===== src/pcs_pkg.sv =====
// constants for the power-condition subcommand handler
//----------------------------------------------------------------
// Summary of operation
// low nibble zero selects restore settings
// sector count names the power condition
// default bit restores factory timer, enable
// default clear restores saved timer, enable
// restore with save copies current timer
// restore aborts on bad condition or feature
// abort shows abort and error bits only
// low nibble one selects go-to condition
// go-to success halts enabled timers
// enter condition right after completion
// stay there until next command, reset
// go-to aborts on FFh, reserved, unsupported
// code two sets timer; enable bit5 save bit4
// timer in cylinder regs, units bit scales
// set-timer writes current timer value
// enabled only when enable set, nonzero
// set-timer save copies timer and enable
// clamp timer between zero and maximum
// abort leaves all settings untouched
//----------------------------------------------------------------
package pcs_pkg;
    // feature code and subcommand codes
    localparam logic [7:0] FEAT_EPC = 8'h4A;
    localparam logic [3:0] SUB_RESTORE = 4'h0;
    localparam logic [3:0] SUB_GOTO = 4'h1;
    localparam logic [3:0] SUB_SET_TIMER = 4'h2;
    // sector number field positions
    localparam int BIT_UNITS = 7;
    localparam int BIT_DEFAULT = 6;
    localparam int BIT_ENABLE = 5;
    localparam int BIT_SAVE = 4;
    // condition identifier meaning every condition
    localparam logic [7:0] ID_ALL = 8'hFF;
    // timer sizes, in 100 ms units
    localparam int TIMER_W = 22;
    localparam int SCALED_W = 26;
    localparam logic [TIMER_W-1:0] TIMER_MAX = 22'h3B_FFC4;
    localparam logic [TIMER_W-1:0] TIMER_MIN = 22'h00_0000;
    localparam int UNIT_BASE_MS = 100;
    localparam int UNIT_MINUTE_MS = 60000;
    localparam logic [9:0] MINUTE_SCALE = 10'(UNIT_MINUTE_MS / UNIT_BASE_MS);
    // completion flag layout
    localparam int ERR_ABORT_BIT = 2;
    localparam int STAT_READY_BIT = 6;
    localparam int STAT_ERROR_BIT = 0;
    localparam logic [7:0] ERR_RESET = 8'h00;
    localparam logic [7:0] STAT_RESET = 8'h40;
    localparam logic [7:0] STAT_ABORT = 8'h41;
    localparam logic [7:0] ERR_ABORT = 8'h04;
    // handler states
    typedef enum logic [0:0] {PCS_IDLE, PCS_ENTER} pcs_state_t;
endpackage : pcs_pkg


===== src/pcs_handler.sv =====
// power-condition subcommand handler with timer field storage
`timescale 1ns/1ps
module pcs_handler #(
    parameter int NUM_COND = 2,
    parameter logic [NUM_COND-1:0] SUPPORTED_MASK = 2'h3,
    parameter logic [NUM_COND-1:0] CHANGEABLE_MASK = 2'h3,
    parameter logic [NUM_COND-1:0] SAVABLE_MASK = 2'h3,
    parameter logic [NUM_COND-1:0] DEFAULT_EN_MASK = 2'h3,
    parameter logic [pcs_pkg::TIMER_W-1:0] DEFAULT_TIMER = 22'h00_0064
) (
    input wire logic core_clk_in,
    input wire logic resetn_in,
    input wire logic cmd_valid_in,
    input wire logic [7:0] feature_in,
    input wire logic [7:0] sector_count_in,
    input wire logic [7:0] sector_number_in,
    input wire logic [7:0] cyl_low_in,
    input wire logic [7:0] cyl_high_in,
    input wire logic extended_power_feature_in,
    output logic done_out,
    output logic [7:0] command_error_flags_out,
    output logic [7:0] command_status_flags_out,
    output logic power_cond_active_out,
    output logic [7:0] power_cond_id_out,
    output logic timers_halted_out,
    output logic [NUM_COND-1:0] cur_timer_en_out
);
    import pcs_pkg::*;

    //------------------------------------------------------------
    // helpers
    //------------------------------------------------------------

    // true when condition idx is picked by the identifier
    function automatic logic picks(input logic [7:0] id, input int idx);
        return (id == ID_ALL) || (id == 8'(idx));
    endfunction : picks

    // scale the host timer to 100 ms units and clamp it
    function automatic logic [TIMER_W-1:0] to_timer(
        input logic [15:0] raw,
        input logic minutes
    );
        logic [SCALED_W-1:0] scaled;
        // widen before the product so a large minute count cannot wrap
        scaled = minutes ? SCALED_W'(raw) * SCALED_W'(MINUTE_SCALE) : SCALED_W'(raw);
        if (scaled > SCALED_W'(TIMER_MAX)) begin
            return TIMER_MAX;
        end else if (scaled < SCALED_W'(TIMER_MIN)) begin
            return TIMER_MIN;
        end
        return scaled[TIMER_W-1:0];
    endfunction : to_timer

    //------------------------------------------------------------
    // state
    //------------------------------------------------------------

    pcs_state_t state;
    pcs_state_t next_state;
    logic [TIMER_W-1:0] cur_timer [NUM_COND];
    logic [TIMER_W-1:0] next_cur_timer [NUM_COND];
    logic [TIMER_W-1:0] saved_timer [NUM_COND];
    logic [TIMER_W-1:0] next_saved_timer [NUM_COND];
    logic [NUM_COND-1:0] saved_en;
    logic [NUM_COND-1:0] next_saved_en;
    logic [NUM_COND-1:0] next_cur_en;
    logic next_done;
    logic [7:0] next_err;
    logic [7:0] next_stat;
    logic next_active;
    logic [7:0] next_id;
    logic next_halted;

    //------------------------------------------------------------
    // decode and next values
    //------------------------------------------------------------

    // field views of the task-file registers
    logic [3:0] sub_code;
    logic [7:0] cond_id;
    logic save_bit;
    logic [TIMER_W-1:0] req_timer;
    logic raw_nonzero;
    logic epc_cmd;
    assign sub_code = sector_number_in[3:0];
    assign cond_id = sector_count_in;
    assign save_bit = sector_number_in[BIT_SAVE];
    assign req_timer = to_timer({cyl_high_in, cyl_low_in},
                                sector_number_in[BIT_UNITS]);
    assign raw_nonzero = ({cyl_high_in, cyl_low_in} != 16'h0000);
    assign epc_cmd = cmd_valid_in && (feature_in == FEAT_EPC);

    // condition checks over all picked conditions
    logic sel_any;
    logic bad_sup;
    logic bad_chg;
    logic bad_save;
    logic abort;
    always_comb begin
        sel_any = 1'b0;
        bad_sup = 1'b0;
        bad_chg = 1'b0;
        bad_save = 1'b0;
        for (int i = 0; i < NUM_COND; i++) begin
            if (picks(cond_id, i)) begin
                sel_any = 1'b1;
                if (!SUPPORTED_MASK[i]) begin
                    bad_sup = 1'b1;
                end
                if (!CHANGEABLE_MASK[i]) begin
                    bad_chg = 1'b1;
                end
                if (!SAVABLE_MASK[i]) begin
                    bad_save = 1'b1;
                end
            end
        end
        case (sub_code)
            SUB_RESTORE: begin
                abort = !extended_power_feature_in || !sel_any || bad_sup
                        || bad_chg || (save_bit && bad_save);
            end
            SUB_GOTO: begin
                abort = !extended_power_feature_in || (cond_id == ID_ALL)
                        || !sel_any || bad_sup;
            end
            SUB_SET_TIMER: begin
                abort = !extended_power_feature_in || !sel_any || bad_sup
                        || bad_chg || (save_bit && bad_save);
            end
            default: begin
                abort = 1'b1;
            end
        endcase
    end

    // next values of settings, flags and power condition
    always_comb begin
        next_state = state;
        next_cur_timer = cur_timer;
        next_saved_timer = saved_timer;
        next_cur_en = cur_timer_en_out;
        next_saved_en = saved_en;
        next_done = 1'b0;
        next_err = command_error_flags_out;
        next_stat = command_status_flags_out;
        next_active = power_cond_active_out;
        next_id = power_cond_id_out;
        next_halted = timers_halted_out;
        // enter the condition once completion has been shown
        if (state == PCS_ENTER) begin
            next_active = 1'b1;
            next_state = PCS_IDLE;
        end
        if (cmd_valid_in) begin
            // any new command ends a forced condition
            next_active = 1'b0;
            next_halted = 1'b0;
            next_state = PCS_IDLE;
        end
        if (epc_cmd) begin
            next_done = 1'b1;
            if (abort) begin
                next_err = ERR_ABORT;
                next_stat = STAT_ABORT;
            end else begin
                next_err = ERR_RESET;
                next_stat = STAT_RESET;
                for (int i = 0; i < NUM_COND; i++) begin
                    if (picks(cond_id, i)) begin
                        case (sub_code)
                            SUB_RESTORE: begin
                                if (sector_number_in[BIT_DEFAULT]) begin
                                    next_cur_timer[i] = DEFAULT_TIMER;
                                    next_cur_en[i] = DEFAULT_EN_MASK[i];
                                end else begin
                                    next_cur_timer[i] = saved_timer[i];
                                    next_cur_en[i] = saved_en[i];
                                end
                                if (save_bit && SAVABLE_MASK[i]) begin
                                    next_saved_timer[i] = next_cur_timer[i];
                                end
                            end
                            SUB_SET_TIMER: begin
                                next_cur_timer[i] = req_timer;
                                next_cur_en[i] = sector_number_in[BIT_ENABLE]
                                                 && raw_nonzero;
                                if (save_bit && SAVABLE_MASK[i]) begin
                                    next_saved_timer[i] = req_timer;
                                    next_saved_en[i] = next_cur_en[i];
                                end
                            end
                            default: begin
                                next_cur_en[i] = cur_timer_en_out[i];
                            end
                        endcase
                    end
                end
                if (sub_code == SUB_GOTO) begin
                    next_halted = 1'b1;
                    next_id = cond_id;
                    next_state = PCS_ENTER;
                end
            end
        end
    end

    //------------------------------------------------------------
    // registers
    //------------------------------------------------------------

    // settings and completion flags
    always_ff @(posedge core_clk_in or negedge resetn_in) begin
        if (!resetn_in) begin
            state <= PCS_IDLE;
            for (int i = 0; i < NUM_COND; i++) begin
                cur_timer[i] <= DEFAULT_TIMER;
                saved_timer[i] <= DEFAULT_TIMER;
            end
            saved_en <= DEFAULT_EN_MASK;
            cur_timer_en_out <= DEFAULT_EN_MASK;
            done_out <= 1'b0;
            command_error_flags_out <= ERR_RESET;
            command_status_flags_out <= STAT_RESET;
            power_cond_active_out <= 1'b0;
            power_cond_id_out <= 8'h00;
            timers_halted_out <= 1'b0;
        end else begin
            state <= next_state;
            cur_timer <= next_cur_timer;
            saved_timer <= next_saved_timer;
            saved_en <= next_saved_en;
            cur_timer_en_out <= next_cur_en;
            done_out <= next_done;
            command_error_flags_out <= next_err;
            command_status_flags_out <= next_stat;
            power_cond_active_out <= next_active;
            power_cond_id_out <= next_id;
            timers_halted_out <= next_halted;
        end
    end

    //------------------------------------------------------------
    // checks
    //------------------------------------------------------------

    // every feature command of this kind completes next cycle
    done_follow_a: assert property (@(posedge core_clk_in) disable iff (!resetn_in)
        epc_cmd |=> done_out && !command_status_flags_out[7])
        else $error("completion pulse missing");

    // error bit in status mirrors abort bit
    abort_status_a: assert property (@(posedge core_clk_in) disable iff (!resetn_in)
        done_out |-> (command_status_flags_out[STAT_ERROR_BIT]
        == command_error_flags_out[ERR_ABORT_BIT]))
        else $error("status and error flags disagree");

    // disabled feature aborts and leaves enables alone
    feat_off_a: assert property (@(posedge core_clk_in) disable iff (!resetn_in)
        epc_cmd && !extended_power_feature_in
        |=> command_error_flags_out == ERR_ABORT
        && $stable(cur_timer_en_out))
        else $error("disabled feature not aborted");

    // go-to with all-ones identifier aborts
    goto_all_a: assert property (@(posedge core_clk_in) disable iff (!resetn_in)
        epc_cmd && sub_code == SUB_GOTO && cond_id == ID_ALL
        |=> command_error_flags_out[ERR_ABORT_BIT] ##1 !power_cond_active_out)
        else $error("go-to with all ones not aborted");

    // successful go-to halts timers, then enters the condition
    goto_enter_a: assert property (@(posedge core_clk_in) disable iff (!resetn_in)
        done_out && state == PCS_ENTER && !cmd_valid_in
        |-> timers_halted_out ##1 power_cond_active_out)
        else $error("go-to did not enter condition");

    // entered condition holds until the next command
    cond_hold_a: assert property (@(posedge core_clk_in) disable iff (!resetn_in)
        power_cond_active_out && !cmd_valid_in |=> power_cond_active_out)
        else $error("condition left without a command");

    // command ends the forced condition
    cond_leave_a: assert property (@(posedge core_clk_in) disable iff (!resetn_in)
        cmd_valid_in |=> !power_cond_active_out)
        else $error("condition not left on command");

    // set-timer with enable clear disables condition zero
    timer_off_a: assert property (@(posedge core_clk_in) disable iff (!resetn_in)
        epc_cmd && sub_code == SUB_SET_TIMER && cond_id == 8'h00
        && !abort && !sector_number_in[BIT_ENABLE]
        |=> !cur_timer_en_out[0])
        else $error("timer left enabled");

    // set-timer with enable and nonzero value enables condition zero
    timer_on_a: assert property (@(posedge core_clk_in) disable iff (!resetn_in)
        epc_cmd && sub_code == SUB_SET_TIMER && cond_id == 8'h00
        && !abort && sector_number_in[BIT_ENABLE] && raw_nonzero
        |=> cur_timer_en_out[0] && cur_timer[0] <= TIMER_MAX)
        else $error("timer not enabled");

    // largest minute count is clamped down to the maximum
    timer_clamp_a: assert property (@(posedge core_clk_in) disable iff (!resetn_in)
        epc_cmd && sub_code == SUB_SET_TIMER && cond_id == 8'h00 && !abort
        && sector_number_in[BIT_UNITS] && {cyl_high_in, cyl_low_in} == 16'hFFFF
        |=> cur_timer[0] == TIMER_MAX)
        else $error("timer not clamped");

    // restore from defaults loads default enables
    restore_def_a: assert property (@(posedge core_clk_in) disable iff (!resetn_in)
        epc_cmd && sub_code == SUB_RESTORE && sector_number_in[BIT_DEFAULT]
        && !abort && cond_id == 8'h00
        |=> cur_timer_en_out[0] == DEFAULT_EN_MASK[0]
        && cur_timer[0] == DEFAULT_TIMER)
        else $error("default restore wrong");

endmodule : pcs_handler


===== config.mk =====
export PLATFORM = sky130hd
export DESIGN_NAME = pcs_handler
export DESIGN_NICKNAME = d
export VERILOG_FILES = /design/src/pcs_pkg.sv /design/src/pcs_handler.sv
export SDC_FILE = /design/constraint.sdc
export NUM_CORES = 1
export LEC_CHECK = 0
export BUFFER_PORTS_ARGS = -buffer_cell sky130_fd_sc_hd__buf_4
export CELL_PAD_IN_SITES_DETAIL_PLACEMENT = 1
export CELL_PAD_IN_SITES_GLOBAL_PLACEMENT = 1
export CORE_UTILIZATION = 25
export DETAILED_ROUTE_END_ITERATION = 8
export PLACE_DENSITY_LB_ADDON = 0.1
export SYNTH_ARGS = -nofsm -noshare
export SYNTH_HDL_FRONTEND = slang
export SYNTH_SLANG_ARGS = --single-unit

===== constraint.sdc =====
create_clock -name core_clk_in -period 1 [get_ports core_clk_in]
set_clock_uncertainty 0.05 [all_clocks]
set_input_delay 0.1 -clock core_clk_in [delete_from_list [all_inputs] [get_ports core_clk_in]]
set_output_delay 0.1 -clock core_clk_in [all_outputs]
set_load 0.1 [all_outputs]

==> impl_metrics.yaml, run 1 <==
run_status:
  status: "finished, violations left"
  violations: "setup timing"
floorplan:
  core_um2: 3690
  boundaryPins: 73
  dieHeight_um: 64.4
  die-area_um2: 4140
  core.rowCount: 22
  die_w_um: 64.4
  start_util: 0.264
finish:
  antenna-diode-count: 0
  fin_nets: 212
  syn_to_final_growth_pct: 102
  fillCellCount: 417
  fin_util: 0.533
  seqCellArea_um2: 447
  layout-drive-gt1-share: 0.754
  multi_input_area_um2: 574
global_route:
  antenna_found_initial: 0
  grt_pass1_wl_mm: 4.66
  grt_max_degree: 18
  track_usage: 0.146
  grt_pass1_vias: 1022
  gr-total-overflow: 0
routing:
  wl_per_cell_um: 13.8
  drc_errors: 0
  wl_mm: 2.97
  vias: 979
  drt_first_pass_iters: 3
  drtAntennaViolNets: 0
  viasPerCell: 4.55
  drtIter0Drc: 11
clocking:
  root_buffer: "clkbuf_8"
  cts_tree: "built"
  clock_path_buffers: 2
  clkTransAtPathRegs_ns: 0.07
  cts_buffers: 3
  worstSkewPairLatency_ns: 0.25
  cts.sinks: 17
  cts_max_level: 1
worst_setup_path:
  crit_type: "primary input to flip-flop"
  crit_path_end_kind: "flip-flop"
  reg2reg_slack_ns: 0.02
  worstPathRequired_ns: 1.13
  crit_arrival_ns: 1.51
  worst-path-max-fanout: 2
  critPathLaunchType: "primary input"
  rr_worst_depth: 3
timing:
  min_period_ns: 1.38
  drv_slew: 0
  setup_viol: 25
  setup_slack_ns: -0.379
  max_freq_mhz: 725
  rsz0062_at_grt: "yes"
  post-route-period-util: 1.38
  timing.final.hold_violations: 0
synthesis:
  yosys_warnings: 0
  async_flop_share: 1.00
  synth_commonest_cells: "15 x buf_4, 13 x dfrtp_1, 7 x and2b_2"
  synth_most_common_cell: "buf_4"
  synth_ff_type: "dfrtp_1"
  synth_area_leader_cell: "dfrtp_1"
  synth_top_area_frac: 0.335
  netlist_top_cells_area: "dfrtp_1 33%, buf_4 12%, dfstp_2 11%, and2b_2 6.3%, mux2_2 4.6%"
  synth_seq_area_share: 0.443
  syn-cell-area_um2: 972
  synth_cells: 90
  yosysUniqueCellTypes: 31
  synth.ff_latch_count: 17
  syn_area_per_cell_um2: 10.8
  synth_edf_count: 0
placed_design:
  place_ws_ns: -0.739
  port_buffers: 57
  routabilityCongestion: 0.662
  post-dp-hpwl_mm: 2.24
power:
  power_leakage_nw: 0.898
  ir_drop_mv: 0.882
  power_density_nw_per_um2: 916
job:
  maxCapViolCount: 0
worst_hold_path:
  hold_depth: 3
  hold_class: "primary input to flip-flop"
==> area by class of cell <==
class / count / share of cell area
Clock buffer: 3 / 0.0210
Clock inverter: 1 / 0.00254
Multi-Input combinational cell: 66 / 0.292
Tap cell: 48 / 0.0305
Sequential cell: 17 / 0.227
Timing Repair Buffer: 77 / 0.421
Inverter: 3 / 0.00573
==> critical path, cell delays in order <==
cell,delay (ns)
buf_6,0.09
or4_4,0.54
o41ai_4,0.38
a21oi_1,0.12
mux2_4,0.27
==> state kept, by name, summed over array words and instances (netlist names) <==
name / count
done_out: 1
cur_timer_en_out: 2
power_cond_active_out: 1
timers_halted_out: 1
command_error_flags_out: 1
state: 1
power_cond_id_out: 8
saved_en: 2
==> layout by cell type (no fill, tap or decap), types with 2 or more instances in the layout <==
master / instances
mux2_4: 4
a21oi_1: 3
inv_1: 3
clkbuf_8: 3
buf_4: 46
nor2_1: 4
nand4_1: 3
dfrtp_1: 2
dfrtp_2: 10
a211oi_2: 4
or4_4: 4
conb_1: 14
buf_6: 14
buf_12: 15
and2b_2: 7
nor3_1: 4
dfstp_2: 4
==> per-stage QoR <==
step,std cells,power [mW],setup TNS [ns],hold WS [ns],cell area (um^2)
final,215,1.80,-5.06,0.0352,1970
after global routing,215,1.88,-6.05,0.0449,1970
after CTS,211,1.80,-5.21,0.0404,1850
after detailed placement,206,1.23,-10.17,-0.0760,1550
after global placement,206,1.22,-9.81,-0.0818,1550
after floorplan,102,1.08,-6.63,-0.246,1080
==> kinds of logic after synthesis <==
family / after synthesis / synth area share
simple gates: 33 / 0.229
buf+inv: 19 / 0.133
flops: 17 / 0.443
compound gates: 14 / 0.126
mux: 5 / 0.0618
other cells: 2 / 0.00772
==> report_power, final <==
group          total, mW  switching (mW)  leakage, nW  internal [mW]
Combinational      0.582           0.376        0.668          0.206
Sequential         0.700         0.00679        0.204          0.694
Clock              0.519           0.243       0.0255          0.276
Total               1.80           0.625        0.898           1.18
==> worst paths after layout <==
check | start | end
max reg2reg | saved_en[1]$_DFFE_PN1P_ | cur_timer_en_out[1]$_DFFE_PN1P_
max in group asynchronous | resetn_in | saved_en[0]$_DFFE_PN1P_
min in group asynchronous | resetn_in | power_cond_id_out[3]$_DFFE_PN0P_
min | cmd_valid_in | power_cond_active_out$_DFFE_PN0P_
max | cyl_high_in[7] | cur_timer_en_out[1]$_DFFE_PN1P_
min reg2reg | state$_DFF_PN0_ | power_cond_active_out$_DFFE_PN0P_
==> repair_timing <==
item / in CTS / in global routing
gates resized for setup: 57 / 19
hold buffers: 1 / 0
gates cloned: 0 / 0
pin swaps: 12 / 5
setup buffers: 0 / 4
endpoints found under the setup margin: 30 / 30
hold endpoints to repair: 17 / 0
==> metal layers <==
layer  up-vias  wire length (um)  global-route usage
met5         -                 0                   0
met4         0                14              0.0333
met3         2               241              0.0304
met2        51              1640               0.293
met1       474              1070               0.149
li1        452                 -                   -
Power figures use the tool's default switching activity.
==> inputs of run 2 (changes only) <==
--- a/config.mk
+++ b/config.mk
@@ -5,10 +5,11 @@
 export SDC_FILE = /design/constraint.sdc
 export NUM_CORES = 1
 export LEC_CHECK = 0
-export BUFFER_PORTS_ARGS = -buffer_cell sky130_fd_sc_hd__buf_4
+export BUFFER_PORTS_ARGS = -buffer_cell sky130_fd_sc_hd__buf_2
 export CELL_PAD_IN_SITES_DETAIL_PLACEMENT = 1
 export CELL_PAD_IN_SITES_GLOBAL_PLACEMENT = 1
 export CORE_UTILIZATION = 25
+export CTS_CLUSTER_SIZE = 12
 export DETAILED_ROUTE_END_ITERATION = 8
 export PLACE_DENSITY_LB_ADDON = 0.1
 export SYNTH_ARGS = -nofsm -noshare
==> run 2 against run 1 <==
Compared with the run above: highest routed layer unchanged; utilization shrank 2.4 points; setup slack gained 0.0020 ns; register-to-register slack is essentially flat; total power shrank 3.2%; critical endpoint unchanged; clock-buffer cell count is the same; routed wire length shrank 6.6%; first-iteration DRC count shrank 55%; the run still ends with setup timing left.
==> impl_metrics.yaml, run 2 (synthesis gave the netlist of run 1 again) <==
global_route:
  grt_max_degree: 18
  gr-total-overflow: 0
  antenna_found_initial: 0
  grt_pass1_vias: 997
  track_usage: 0.144
  grt_pass1_wl_mm: 4.55
job:
  maxCapViolCount: 0
finish:
  layout_commonest_cell: "buf_2"
  fin_util: 0.509
  largestRegisters: "power_cond_id_out x8, cur_timer_en_out x2, saved_en x2"
  fillCellCount: 421
  multi_input_area_um2: 573
  regMostFlops: "power_cond_id_out"
  largest_reg_flops: 8
  final_cell_mix: "34 x buf_2, 17 x buf_4, 15 x buf_12"
  fin_nets: 213
  layout-drive-gt1-share: 0.750
  final_cell_area_um2: 1880
  stdcell_count: 216
  syn_to_final_growth_pct: 93.1
  antenna-diode-count: 0
  seqCellArea_um2: 447
routing:
  drt_first_pass_iters: 2
  drtIter0Drc: 5
  wl_met3_um: 232
  drtAntennaViolNets: 0
  wl_met1_mm: 1.05
  viasPerCell: 4.43
  wl_mm: 2.77
  wl_met2_mm: 1.47
  drc_errors: 0
  wl_per_cell_um: 12.8
  vias: 956
  topRoutingLayerUsed: "met4"
placed_design:
  placed_cell_area_um2: 1640
  place_ws_ns: -0.725
  dp_cells: 206
  routabilityCongestion: 0.676
  port_buffers: 57
  post-dp-hpwl_mm: 2.22
power:
  power_density_nw_per_um2: 929
  clkPwrFrac: 0.289
  pwr-share-seq: 0.402
  power.internal_mw: 1.13
  swShare: 0.350
  comb_power_share: 0.309
  power_leakage_nw: 0.864
  totalPowerFinal_mw: 1.74
  ir_drop_mv: 0.746
  power_switching_mw: 0.609
worst_setup_path:
  crit_path_end_kind: "flip-flop"
  critPathLaunchType: "primary input"
  crit_chain: "buf_6 -> or4_4 -> o41ai_4 -> a21oi_1 -> mux2_4"
  crit_path_top_delay_cell: "or4_4"
  worstPathRequired_ns: 1.12
  critPathTopFamily: "simple AND/OR/NAND/NOR gates"
  path_buf_inv: 1
  crit_arrival_ns: 1.50
  worst-path-max-fanout: 2
  max_stage_delay_ns: 0.55
  crit_type: "primary input to flip-flop"
timing:
  max_freq_mhz: 726
  setup_slack_ns: -0.377
  hold_ws_ns: 0.0512
  min_period_ns: 1.38
  post-route-period-util: 1.38
  setup_viol: 22
  rsz0062_at_grt: "yes"
  timing.final.hold_violations: 0
  finalSetupTns_ns: -5.04
  drv_slew: 0
floorplan:
  core_um2: 3690
  die_w_um: 64.4
  die-area_um2: 4140
  dieHeight_um: 64.4
  core.rowCount: 22
  boundaryPins: 73
  start_util: 0.264
clocking:
  worstSkewPairLatency_ns: 0.25
  cts_tree: "built"
  cts_max_level: 1
  clkTransAtPathRegs_ns: 0.06
  root_buffer: "clkbuf_8"
  clock_path_buffers: 2
  cts.sinks: 17
  cts_buffers: 3
worst_hold_path:
  hold_class: "primary input to flip-flop"
run_status:
  status: "finished, violations left"
  violations: "setup timing"
==> run 2: changes by cell type in the layout (fill, tap and decap cells not counted), sizes merged <==
cell	previous run	this run
buf	76	77
==> run 2: power groups by stage <==
stage | Combinational, mW | Clock [mW] | Sequential (mW)
floorplan | 0.349 | 0 | 0.735
detailed placement | 0.494 | 0 | 0.713
CTS | 0.538 | 0.530 | 0.700
global route | 0.567 | 0.559 | 0.700
global placement | 0.486 | 0 | 0.713
finish | 0.539 | 0.504 | 0.700
==> run 2: layout make-up <==
class,count,share of cell area
timing repair buffer,78,0.394
multi-input combinational,66,0.305
sequential,17,0.238
tap,48,0.0320
clock buffer,3,0.0220
inverter,3,0.00600
clock inverter,1,0.00267
==> run 2: worst min-delay path: stages <==
cell and delay (ns):
buf_2 0.08, buf_4 0.10, nor2_1 0.03
==> run 2: per-layer routing <==
metal  global-route usage  vias up
met5                    0        -
met4               0.0333        0
met3               0.0411        2
met2                0.271       51
met1                0.155      450
li1                     -      453
==> run 2: path summary, 6_finish.rpt <==
kind	from	to	slack (ns)	cells after the start
hold reg to reg	state$_DFF_PN0_	power_cond_active_out$_DFFE_PN0P_	0.44	2
setup reg to reg	saved_en[1]$_DFFE_PN1P_	cur_timer_en_out[1]$_DFFE_PN1P_	0.01	3
min in group asynchronous	resetn_in	power_cond_id_out[2]$_DFFE_PN0P_	0.24	2
max in group asynchronous	resetn_in	cur_timer_en_out[1]$_DFFE_PN1P_	0.34	2
setup / recovery	cyl_low_in[6]	cur_timer_en_out[1]$_DFFE_PN1P_	-0.38	5
hold / removal	cmd_valid_in	power_cond_active_out$_DFFE_PN0P_	0.05	3
==> run 2: what timing repair did <==
item | 4_1_cts | 5_1_grt
pin swaps | 13 | 3
endpoints found under the setup margin | 29 | 30
hold buffers | 1 | 0
setup buffers | 4 | 2
endpoints found under the hold margin | 13 | 0
gates resized for setup | 29 | 5
==> inputs of run 3 (changes only) <==
--- a/config.mk
+++ b/config.mk
@@ -11,6 +11,7 @@
 export CORE_UTILIZATION = 25
 export CTS_CLUSTER_SIZE = 12
 export DETAILED_ROUTE_END_ITERATION = 8
+export GPL_TIMING_DRIVEN = 0
 export PLACE_DENSITY_LB_ADDON = 0.1
 export SYNTH_ARGS = -nofsm -noshare
 export SYNTH_HDL_FRONTEND = slang
==> run 3 against run 2 <==
Compared with the run above: sequential cell count did not move; clock power barely moved; sequential share of layout area fell by 1.1 points; the run still ends with setup timing left; sequential power barely moved; worst hold slack got worse by 0.0018 ns; cell area rose by 5.1%; highest routed layer unchanged.
==> impl_metrics.yaml, run 3 (synthesis gave the netlist of run 1 again) <==
run_status:
  status: "finished, violations left"
  violations: "setup timing"
finish:
  final_cell_area_um2: 1970
  stdcell_count: 226
  largest_reg_flops: 8
  seqCellArea_um2: 447
  regMostFlops: "power_cond_id_out"
  layout_commonest_cell: "buf_2"
  largestRegisters: "power_cond_id_out x8, cur_timer_en_out x2, saved_en x2"
  layout-drive-gt1-share: 0.764
  fillCellCount: 414
  final_cell_mix: "33 x buf_2, 25 x buf_4, 14 x conb_1, 14 x buf_12, 10 x dfrtp_2"
  multi_input_area_um2: 578
  fin_nets: 223
  fin_util: 0.535
  syn_to_final_growth_pct: 103
  antenna-diode-count: 0
floorplan:
  start_util: 0.264
  die-area_um2: 4140
  die_w_um: 64.4
  core.rowCount: 22
  core_um2: 3690
  boundaryPins: 73
  dieHeight_um: 64.4
routing:
  drt_first_pass_iters: 4
  drtAntennaViolNets: 0
  drtIter0Drc: 6
  vias: 1013
  drc_errors: 0
  wl_mm: 3.06
  wl_per_cell_um: 13.6
  viasPerCell: 4.48
timing:
  finalSetupTns_ns: -6.06
  setup_viol: 20
  post-route-period-util: 1.51
  setup_slack_ns: -0.511
  hold_ws_ns: 0.0495
  drv_slew: 0
  min_period_ns: 1.51
  rsz0062_at_grt: "yes"
  max_freq_mhz: 662
  timing.final.hold_violations: 0
power:
  power_density_nw_per_um2: 910
  ir_drop_mv: 0.442
  power_leakage_nw: 0.925
  totalPowerFinal_mw: 1.79
worst_setup_path:
  crit_arrival_ns: 1.59
  crit_type: "primary input to flip-flop"
  worst-path-max-fanout: 5
  crit_path_end_kind: "flip-flop"
  critPathLaunchType: "primary input"
  worstPathRequired_ns: 1.08
global_route:
  gr-total-overflow: 0
  grt_max_degree: 18
  grt_pass1_wl_mm: 4.47
  antenna_found_initial: 0
  track_usage: 0.138
  grt_pass1_vias: 995
job:
  maxCapViolCount: 0
placed_design:
  routabilityCongestion: 0.643
  post-dp-hpwl_mm: 2.05
  port_buffers: 57
  dp_cells: 207
  place_ws_ns: -0.908
  placed_cell_area_um2: 1430
clocking:
  worstSkewPairLatency_ns: 0.25
  cts_max_level: 1
  cts_tree: "built"
  cts.sinks: 17
  clock_path_buffers: 2
  root_buffer: "clkbuf_8"
  clkTransAtPathRegs_ns: 0.06
  cts_buffers: 3
worst_hold_path:
  hold_class: "primary input to flip-flop"
-- run 3: worst paths after layout --
check	startpoint	to	slack, ns	cells past startpoint
setup reg to reg	saved_en[1]$_DFFE_PN1P_	cur_timer_en_out[1]$_DFFE_PN1P_	-0.03	3
max in group asynchronous	resetn_in	saved_en[0]$_DFFE_PN1P_	0.34	2
hold reg to reg	state$_DFF_PN0_	power_cond_active_out$_DFFE_PN0P_	0.42	2
hold / removal	sector_count_in[0]	power_cond_id_out[0]$_DFFE_PN0P_	0.05	2
setup / recovery	sector_count_in[0]	power_cond_id_out[0]$_DFFE_PN0P_	-0.51	7
min in group asynchronous	resetn_in	power_cond_id_out[2]$_DFFE_PN0P_	0.25	2
-- run 3: worst max-delay path, stage by stage --
cell and delay [ns]:
buf_6 0.08, nand4_1 0.15, or2_1 0.27, buf_6 0.13
a2111oi_4 0.36, buf_4 0.20, mux2_4 0.30
-- run 3: cell type report --
| type | instances | share of cell area |
|---|---|---|
| Buffer | 16 | 0.0666 |
| Clock buffer | 3 | 0.0209 |
| Clock inverter | 1 | 0.00254 |
| Timing Repair Buffer | 72 | 0.354 |
| Multi-Input combinational cell | 66 | 0.293 |
| Tap cell | 48 | 0.0305 |
| Sequential cell | 17 | 0.227 |
| Inverter | 3 | 0.00571 |
-- run 3: repair_timing --
item	in CTS	in global routing
endpoints found under the setup margin	30	30
pin swaps	8	13
hold buffers	2	0
gates cloned	1	0
hold endpoints to repair	14	0
setup buffers	10	4
resized for setup	62	30
-- run 3: where the power goes --
| part | internal, mW | switching, mW |
|---|---|---|
| sequential | 0.694 | 0.00617 |
| clock | 0.276 | 0.225 |
| combinational | 0.205 | 0.388 |
-- run 3: metal layers --
metal,track usage,routed length [um],up-vias
li1,-,-,474
met1,0.149,1140,478
met2,0.264,1630,55
met3,0.0339,253,6
met4,0.0333,42,0
met5,0,0,-
